## src/csl_pkg.sv

```systemverilog
package csl_pkg;

    // ==========================================================
    // LED colour and pattern
    typedef enum logic [1:0] {
        CSL_OFF   = 2'h0,
        CSL_RED   = 2'h1,
        CSL_BLUE  = 2'h2,
        CSL_GREEN = 2'h3
    } csl_colour_t;

    typedef enum logic [1:0] {
        CSL_STEADY = 2'h0,
        CSL_SLOW   = 2'h1,
        CSL_FAST   = 2'h2
    } csl_pattern_t;

    typedef struct packed {
        csl_colour_t  colour;
        csl_pattern_t pattern;
    } csl_ind_t;

    // ==========================================================
    // Condition flags from the rest of the camera
    typedef struct packed {
        logic init_done;
        logic init_fault;
        logic over_temp;
        logic link_up;
        logic app_connected;
        logic acq_triggered;
        logic acq_free_run;
    } csl_cond_t;

    // ==========================================================
    // Address configuration sequencer
    typedef enum logic [2:0] {
        CSL_IDLE       = 3'h0,
        CSL_PERSIST    = 3'h1,
        CSL_DHCP       = 3'h3,
        CSL_LINK_LOCAL = 3'h2,
        CSL_ASSIGNED   = 3'h6
    } csl_ip_state_t;

    // Method bits of the start-request
    localparam logic [1:0] CSL_METH_PERSIST = 2'h1;
    localparam logic [1:0] CSL_METH_DHCP    = 2'h2;
    localparam logic [1:0] CSL_METH_LLA     = 2'h3;

    // Factory defaults of the method enables
    localparam logic CSL_PERSIST_EN_DFLT = 1'b0;
    localparam logic CSL_DHCP_EN_DFLT    = 1'b1;

    // Flash timing
    localparam int CSL_CLK_HZ       = 10_000_000;
    localparam int CSL_SLOW_HALF_MS = 500;
    localparam int CSL_FAST_HALF_MS = 125;
    localparam int CSL_SLOW_HALF_CYC = CSL_CLK_HZ / 1000 * CSL_SLOW_HALF_MS;
    localparam int CSL_FAST_HALF_CYC = CSL_CLK_HZ / 1000 * CSL_FAST_HALF_MS;

endpackage : csl_pkg

```

## src/csl_flasher.sv

```systemverilog
`timescale 1ns/1ns
// ==========================================================
// Free-running half-period toggle
module csl_flasher #(
    parameter int HALF_CYC = 1000
) (
    // Clock and reset
    input  wire logic clock,
    input  wire logic rst_n,
    // Phase
    output logic      phase
);
    initial
    begin
        if (HALF_CYC < 1)
            $error("csl_flasher: HALF_CYC must be at least 1");
    end

    typedef struct packed {
        logic [31:0] cnt;
        logic        phase;
    } csl_flash_st_t;

    csl_flash_st_t st;
    csl_flash_st_t next_st;

    always_comb
    begin
        next_st = st;
        if (st.cnt >= 32'(HALF_CYC - 1))
        begin
            next_st.cnt   = 32'h0;
            next_st.phase = ~st.phase;
        end
        else
            next_st.cnt = st.cnt + 32'h1;
    end

    always_ff @(posedge clock or negedge rst_n)
    begin
        if (!rst_n)
            st <= '0;
        else
            st <= next_st;
    end

    assign phase = st.phase;
endmodule : csl_flasher

```

## src/csl_status_seq.sv

```systemverilog
`timescale 1ns/1ns
module csl_status_seq #(
    parameter int SLOW_HALF_CYC = csl_pkg::CSL_SLOW_HALF_CYC,
    parameter int FAST_HALF_CYC = csl_pkg::CSL_FAST_HALF_CYC
) (
    // Clock and reset
    input  wire logic                 clock,
    input  wire logic                 rst_n,
    // Camera conditions
    input  wire csl_pkg::csl_cond_t   cond,
    // Method enables and factory reset
    input  wire logic                 persist_en_wr,
    input  wire logic                 persist_en_val,
    input  wire logic                 dhcp_en_wr,
    input  wire logic                 dhcp_en_val,
    input  wire logic                 factory_reset,
    // Results from the network stack
    input  wire logic                 method_ok,
    input  wire logic                 method_fail,
    // Address sequencer outputs
    output logic                      method_start,
    output logic [1:0]                method_sel,
    output logic                      ip_assigned,
    output logic                      host_accept,
    output logic                      persist_en,
    output logic                      dhcp_en,
    // Status LED
    output csl_pkg::csl_ind_t         led_ind,
    output logic                      led_red,
    output logic                      led_green,
    output logic                      led_blue
);
    initial
    begin
        if (SLOW_HALF_CYC <= FAST_HALF_CYC || FAST_HALF_CYC < 1)
            $error("csl_status_seq: slow flash must be slower than fast flash");
    end

    // ==========================================================
    // Flash phases
    logic slow_ph;
    logic fast_ph;

    csl_flasher #(.HALF_CYC(SLOW_HALF_CYC)) u_slow (
        .clock (clock),
        .rst_n (rst_n),
        .phase (slow_ph)
    );

    csl_flasher #(.HALF_CYC(FAST_HALF_CYC)) u_fast (
        .clock (clock),
        .rst_n (rst_n),
        .phase (fast_ph)
    );

    // ==========================================================
    // State
    typedef struct packed {
        csl_pkg::csl_ip_state_t ip;
        logic                   persist_en;
        logic                   dhcp_en;
        logic                   link_q;
        logic                   started;
        logic                   start;
        logic [1:0]             sel;
        csl_pkg::csl_ind_t      ind;
        logic                   r;
        logic                   g;
        logic                   b;
        logic                   accept;
    } csl_st_t;

    csl_st_t st;
    csl_st_t next_st;

    csl_pkg::csl_ind_t sel_ind;
    logic              lit;

    // Priority order, highest first
    always_comb
    begin
        sel_ind = '{csl_pkg::CSL_RED, csl_pkg::CSL_STEADY};
        if (cond.over_temp)
            sel_ind = '{csl_pkg::CSL_RED, csl_pkg::CSL_FAST};
        else if (cond.init_fault)
            sel_ind = '{csl_pkg::CSL_RED, csl_pkg::CSL_SLOW};
        else if (!cond.init_done)
            sel_ind = '{csl_pkg::CSL_RED, csl_pkg::CSL_STEADY};
        else if (!cond.link_up)
            sel_ind = '{csl_pkg::CSL_BLUE, csl_pkg::CSL_FAST};
        else if (st.ip != csl_pkg::CSL_ASSIGNED)
            sel_ind = '{csl_pkg::CSL_BLUE, csl_pkg::CSL_SLOW};
        else if (cond.acq_free_run)
            sel_ind = '{csl_pkg::CSL_GREEN, csl_pkg::CSL_FAST};
        else if (cond.acq_triggered)
            sel_ind = '{csl_pkg::CSL_GREEN, csl_pkg::CSL_SLOW};
        else if (cond.app_connected)
            sel_ind = '{csl_pkg::CSL_GREEN, csl_pkg::CSL_STEADY};
        else
            sel_ind = '{csl_pkg::CSL_BLUE, csl_pkg::CSL_STEADY};
    end

    always_comb
    begin
        unique case (sel_ind.pattern)
            csl_pkg::CSL_SLOW: lit = slow_ph;
            csl_pkg::CSL_FAST: lit = fast_ph;
            default:           lit = 1'b1;
        endcase
    end

    always_comb
    begin
        next_st        = st;
        next_st.start  = 1'b0;
        next_st.link_q = cond.link_up;
        next_st.ind    = sel_ind;
        next_st.r      = lit && sel_ind.colour == csl_pkg::CSL_RED;
        next_st.g      = lit && sel_ind.colour == csl_pkg::CSL_GREEN;
        next_st.b      = lit && sel_ind.colour == csl_pkg::CSL_BLUE;

        // Method enables; link-local has no enable at all
        if (factory_reset)
        begin
            next_st.persist_en = csl_pkg::CSL_PERSIST_EN_DFLT;
            next_st.dhcp_en    = csl_pkg::CSL_DHCP_EN_DFLT;
        end
        else
        begin
            if (persist_en_wr)
                next_st.persist_en = persist_en_val;
            if (dhcp_en_wr)
                next_st.dhcp_en = dhcp_en_val;
        end

        // Link loss drops the address; a fresh link restarts the sequence
        if (!cond.link_up)
        begin
            next_st.ip      = csl_pkg::CSL_IDLE;
            next_st.started = 1'b0;
        end
        else if (!st.started || !st.link_q)
        begin
            next_st.started = 1'b1;
            next_st.start   = 1'b1;
            if (st.persist_en)
            begin
                next_st.ip  = csl_pkg::CSL_PERSIST;
                next_st.sel = csl_pkg::CSL_METH_PERSIST;
            end
            else if (st.dhcp_en)
            begin
                next_st.ip  = csl_pkg::CSL_DHCP;
                next_st.sel = csl_pkg::CSL_METH_DHCP;
            end
            else
            begin
                next_st.ip  = csl_pkg::CSL_LINK_LOCAL;
                next_st.sel = csl_pkg::CSL_METH_LLA;
            end
        end
        else
        begin
            unique case (st.ip)
                csl_pkg::CSL_PERSIST:
                    if (method_ok)
                        next_st.ip = csl_pkg::CSL_ASSIGNED;
                    else if (method_fail)
                    begin
                        next_st.start = 1'b1;
                        next_st.ip    = st.dhcp_en ? csl_pkg::CSL_DHCP : csl_pkg::CSL_LINK_LOCAL;
                        next_st.sel   = st.dhcp_en ? csl_pkg::CSL_METH_DHCP : csl_pkg::CSL_METH_LLA;
                    end
                csl_pkg::CSL_DHCP:
                    if (method_ok)
                        next_st.ip = csl_pkg::CSL_ASSIGNED;
                    else if (method_fail)
                    begin
                        next_st.start = 1'b1;
                        next_st.ip    = csl_pkg::CSL_LINK_LOCAL;
                        next_st.sel   = csl_pkg::CSL_METH_LLA;
                    end
                csl_pkg::CSL_LINK_LOCAL:
                    // Link-local retries with a new address until it sticks
                    if (method_ok)
                        next_st.ip = csl_pkg::CSL_ASSIGNED;
                    else if (method_fail)
                        next_st.start = 1'b1;
                default:
                    next_st.ip = st.ip;
            endcase
        end
        next_st.accept = next_st.ip == csl_pkg::CSL_ASSIGNED;
    end

    always_ff @(posedge clock or negedge rst_n)
    begin
        if (!rst_n)
        begin
            st            <= '0;
            st.persist_en <= csl_pkg::CSL_PERSIST_EN_DFLT;
            st.dhcp_en    <= csl_pkg::CSL_DHCP_EN_DFLT;
            st.ind        <= '{csl_pkg::CSL_RED, csl_pkg::CSL_STEADY};
        end
        else
            st <= next_st;
    end

    assign method_start = st.start;
    assign method_sel   = st.sel;
    // Same flop as host_accept so the output comes straight from a register
    assign ip_assigned  = st.accept;
    assign host_accept  = st.accept;
    assign persist_en   = st.persist_en;
    assign dhcp_en      = st.dhcp_en;
    assign led_ind      = st.ind;
    assign led_red      = st.r;
    assign led_green    = st.g;
    assign led_blue     = st.b;

    // ==========================================================
    // Checks
    AST_ACCEPT_ONLY_ASSIGNED: assert property (@(posedge clock) disable iff (!rst_n)
        host_accept |-> st.ip == csl_pkg::CSL_ASSIGNED)
        else $error("host accepted without address");
    AST_HOT_FAST_RED: assert property (@(posedge clock) disable iff (!rst_n)
        cond.over_temp |=> led_ind == csl_pkg::csl_ind_t'{csl_pkg::CSL_RED, csl_pkg::CSL_FAST})
        else $error("overtemp not fast red");
    AST_NOLINK_FAST_BLUE: assert property (@(posedge clock) disable iff (!rst_n)
        (cond.init_done && !cond.init_fault && !cond.over_temp && !cond.link_up)
        |=> led_ind == csl_pkg::csl_ind_t'{csl_pkg::CSL_BLUE, csl_pkg::CSL_FAST})
        else $error("link down not fast blue");
    AST_LINKUP_STARTS: assert property (@(posedge clock) disable iff (!rst_n)
        $rose(cond.link_up) |=> method_start)
        else $error("link-up did not start sequence");
    AST_PERSIST_FIRST: assert property (@(posedge clock) disable iff (!rst_n)
        (method_start && $past(st.ip) == csl_pkg::CSL_IDLE && $past(persist_en))
        |-> method_sel == csl_pkg::CSL_METH_PERSIST)
        else $error("persistent not tried first");
    AST_FACTORY: assert property (@(posedge clock) disable iff (!rst_n)
        factory_reset |=> !persist_en && dhcp_en)
        else $error("factory defaults wrong");
    AST_ACQ_OVER_IP: assert property (@(posedge clock) disable iff (!rst_n)
        (ip_assigned && cond.link_up && cond.init_done && !cond.init_fault && !cond.over_temp
         && cond.acq_free_run) |=> led_ind.colour == csl_pkg::CSL_GREEN)
        else $error("acquisition not above address");
    AST_WAIT_SLOW_BLUE: assert property (@(posedge clock) disable iff (!rst_n)
        (cond.init_done && !cond.init_fault && !cond.over_temp && cond.link_up
         && st.ip != csl_pkg::CSL_ASSIGNED)
        |=> led_ind == csl_pkg::csl_ind_t'{csl_pkg::CSL_BLUE, csl_pkg::CSL_SLOW})
        else $error("waiting not slow blue");
    AST_IDLE_STEADY_BLUE: assert property (@(posedge clock) disable iff (!rst_n)
        (cond.init_done && !cond.init_fault && !cond.over_temp && cond.link_up && ip_assigned
         && !cond.app_connected && !cond.acq_free_run && !cond.acq_triggered)
        |=> led_ind == csl_pkg::csl_ind_t'{csl_pkg::CSL_BLUE, csl_pkg::CSL_STEADY} && led_blue)
        else $error("assigned idle not steady blue");
endmodule : csl_status_seq

```

## config.mk

```make
export PLATFORM = sky130hd
export DESIGN_NAME = csl_status_seq
export DESIGN_NICKNAME = d
export VERILOG_FILES = /design/src/csl_pkg.sv /design/src/csl_flasher.sv /design/src/csl_status_seq.sv
export SDC_FILE = /design/constraint.sdc
export NUM_CORES = 1
export LEC_CHECK = 0
export ABC_AREA = 1
export BUFFER_PORTS_ARGS = -buffer_cell sky130_fd_sc_hd__buf_2
export CELL_PAD_IN_SITES_DETAIL_PLACEMENT = 2
export CELL_PAD_IN_SITES_GLOBAL_PLACEMENT = 2
export CORE_ASPECT_RATIO = 1.1
export CORE_MARGIN = 5
export CORE_UTILIZATION = 36
export CTS_CLUSTER_SIZE = 20
export DETAILED_ROUTE_END_ITERATION = 12
export PLACE_DENSITY_LB_ADDON = 0.1
export SYNTH_ARGS = -nofsm -noshare
export SYNTH_HDL_FRONTEND = slang
export SYNTH_SLANG_ARGS = --single-unit
```

## constraint.sdc

```tcl
create_clock -name clock -period 2 [get_ports clock]
set_input_delay 0 -clock clock [delete_from_list [all_inputs] [get_ports clock]]
set_output_delay 0 -clock clock [all_outputs]
set_load 0.005 [all_outputs]
```

==> metrics list <==
- Simple-gate portion of the synthesized area: 0.292
* Minimum setup slack after placement: 0.0206 ns
* Sequential cell area fraction in the yosys report: 0.519
- The detail route stage leaves a number of antenna-violating nets equal to 0.
- Via count of the first global-routing pass: 3,867
- The largest single stage delay on the critical path is roughly 0.37 ns.
- Share of the cycle needed by the critical path after routing: 0.955
- For the final database, setup skew stands at 0.00487 ns.
* Number of diodes added for antenna fixing: 0
- Die boundary width: between 100 and 150 µm
* Grt met2 use: 0.329
- Clk slew on worst S/H paths: about 0.070 ns
- The min-delay analysis places its worst path in the category in2reg.
* CP Data Required Time: 2.22 ns
- Post-detailed-route wirelength per cell: 16.1 µm
- Averaged over all synthesized cells, the footprint is 8.41 µm².
- Detailed placement HPWL: 8090 µm
* Global-route wire length before repair: ~19,000 µm
- Setup violations remaining at the end of the flow were counted as 0.
- The core region is 11,000 µm².
* Routability congestion estimate from global placement: 0.774
* Clock Latency Late Sink: 0.34 ns
- Post-layout util: 0.442
- Slowest stage cell, crit path: dfrtp_1
* Multiplexer area fraction after synthesis: 0
- The worst path meets setup with roughly 0.09 ns of slack.
- Worst setup path category: reg2reg
* Endpoint arrival time on the critical path: 2.13 ns
* First DRT Iteration DRCs: between 80 and 90
- Traced cell by cell, the critical path runs through inv_1, nand3_2, o21ai_2, nor2_1, o21ai_2, a21o_1, ha_1, a21oi_1, nand2_1, nand2_1, nor2_1.
- The flow ran to the end, and the final reports show no timing, DRC or antenna violations.
* Worst max-slew margin expressed relative to the limit: 0.647
- Synthesis instantiated 31 different standard cells from the library.
* Nets: 563
- Flop and latch count out of synthesis: 84
- Dividing the detail-routed via count by the number of cells gives between 4 and 5.
- The completed layout was analyzed and its total power is 3670 µW.
- In the routed design, unresolved DRC markers number 0.
- Max-cap violations in this run came to 0.
- Gr busiest metal: met2
* Root buf cell: clkbuf_16
- Share of the synthesized netlist area taken by xor and xnor gates: 0.0627
- The die covers 13,500 µm².
- Capturing element type of the critical path: register
- The number of hold violations in the final report came to 0.
- The total count of max-transition violations in the final report is 0.
* Nature of the critical path startpoint: register
- The initial antenna violation count came to 0.
- VDD sags by at most 0.377 mV.
* Main combinational cell family by area after synthesis: simple AND/OR/NAND/NOR gates
- PwrDens: between 700 and 800 nW/µm²
- Number of detailed-routing iterations run before antenna repair: 4
- Starting density of the core: 0.370
- Of all nets on the critical path, the largest fanout is 4.
- Measured slew at the worst slew-check pin: 0.529 ns
- CTS saw 84 sinks.
- Fraction of the mapped netlist area in compound gates: 0.0426
- Number of buffers between clock root and the deepest sink: 2
- DR vias: 3,294
- Clock period minus worst slack: approximately 1.9 ns
- CTS H-Tree Depth: 3
- Synth warn: 0
- In this run the static leakage power is 0.00217 µW.
* Largest net degree at the start of global routing: 47
* Commonest cells after routing, fill and taps aside: nand2_1 (102), nor2_1 (94), dfrtp_1 (82)
- Gr ovfl total: 0
* All-Layer GR Usage: 0.177
- The initialized floorplan defines 40 standard-cell rows.
- FMAX: approximately 520 MHz
- Number of post-CTS setup repair buffers: 0
- For this block, the routed nets add up to between 10,000 and 15,000 µm of wire.
- The cell area that synthesis handed to floorplanning was about 4100 µm².
- In the global route stage, met3 resource usage came out at 0.0329.
- TritonCTS created 9 clock buffers.
- Of the total synthesized cell area, the portion taken by full adders, half adders and majority gates is 0.0124.
- Synthesis handed over a netlist of slightly below 500 instances.
- Buffers added on ports: 29
- During I/O placement, the number of pins put on the boundary was 30.
- Synthesis-to-layout area growth: 19.7%
- TritonCTS clock tree: done
- Leaving out fill and tap cells, the most frequent cell in the layout is nand2_1.
- From bottom edge to top edge, the die measures 121 µm.
* Fraction of final layout cells with drive strength greater than 1: 0.150
- In the global route stage, met1 resource usage came out at 0.207.
[area by class of cell]
cell class / count / area, µm²
fillers: 1242 / 6110
multi-input cells: 355 / 1750
clock buffers: 10 / 229
clock inverters: 6 / 71.3
flip-flops and latches: 84 / 2100
repair buffers: 44 / 325
well taps: 147 / 184
inverters: 49 / 184
[cell usage after synthesis, drive strengths merged]
master	n	share of area
a21oi	16	0.020
nor3	18	0.022
nand3b	2	0.0037
o21ai	11	0.015
conb	1	0.00093
nor2	108	0.11
nand2	108	0.11
xor2	20	0.043
a211oi	1	0.0019
inv	49	0.045
nand3	28	0.038
ha	4	0.012
nand4	5	0.0077
dfstp	2	0.013
buf	12	0.023
clkbuf	1	0.00093
dfrtp	82	0.51
a31oi	3	0.0046
xnor2	9	0.019
a21o	1	0.0019
or2	1	0.0015
[power by group]
part	leakage [µW]	total, µW	internal, µW	switching, µW
sequential	0.00109	1770	1750	24.5
clock	0.000140	1700	980	724
combinational	0.000939	194	71.4	123
[worst max-delay path, delay by kind of cell (launching register included)]
kind | cells | cell delay [ns]
and+or+nand+nor | 5 | 0.54
AOI/OAI and AO/OA | 4 | 0.49
DFF | 1 | 0.37
adders and majority gates | 1 | 0.28
buffers and inverters | 1 | 0.10
[flip-flops by register name, summed over array words and instances, names as in the netlist]
register	cells
u_slow.st	32
st	5
u_fast.phase	1
u_slow.phase	1
led_green	1
dhcp_en	1
led_red	1
led_blue	1
persist_en	1
led_ind	4
u_fast.st	32
host_accept	1
method_start	1
method_sel	2
[cells by family after synthesis]
group                      Yosys count
xor gates and xnor gates            29
DFF                                 84
buffers and inverters               62
and+or+nand+nor                    270
other                                1
adders and majority gates            4
AOI/OAI and AO/OA                   32
[path summary, 6_finish.rpt]
kind	start	end	slack (ns)	depth (start not counted)
min	method_ok	st[17]	0.06	3
min reg2reg	u_fast.st[1]	u_fast.st[1]	0.48	1
min in group asynchronous	rst_n	u_fast.st[12]	0.19	2
max in group asynchronous	rst_n	led_ind[2]	1.11	3
max reg2reg	st[15]	led_blue	0.09	11
max	st[15]	led_blue	0.09	11
[repair_timing]
action	CTS	global route
endpoints found under the setup margin	1	4
hold buffers	11	0
resized for setup	1	5
hold endpoints to repair	46	0
pin swaps	0	0
[through the flow]
step	hold WS, ns	TNS, ns	cells	area, µm²
finish	0.0574	0	695	4850
global route	0.0760	-0.00415	695	4850
CTS	0.0445	0	695	4830
detailed placement	0.0173	0	668	4420
global placement	0.0164	0	668	4420
floorplan	-0.296	0	501	4120
[layer usage]
metal | vias up | share of wire
met5 | - | 0
met4 | 0 | 0.013
met3 | 11 | 0.025
met2 | 39 | 0.53
met1 | 1641 | 0.43
li1 | 1603 | -
No activity file was read; power rests on OpenSTA's default activity.
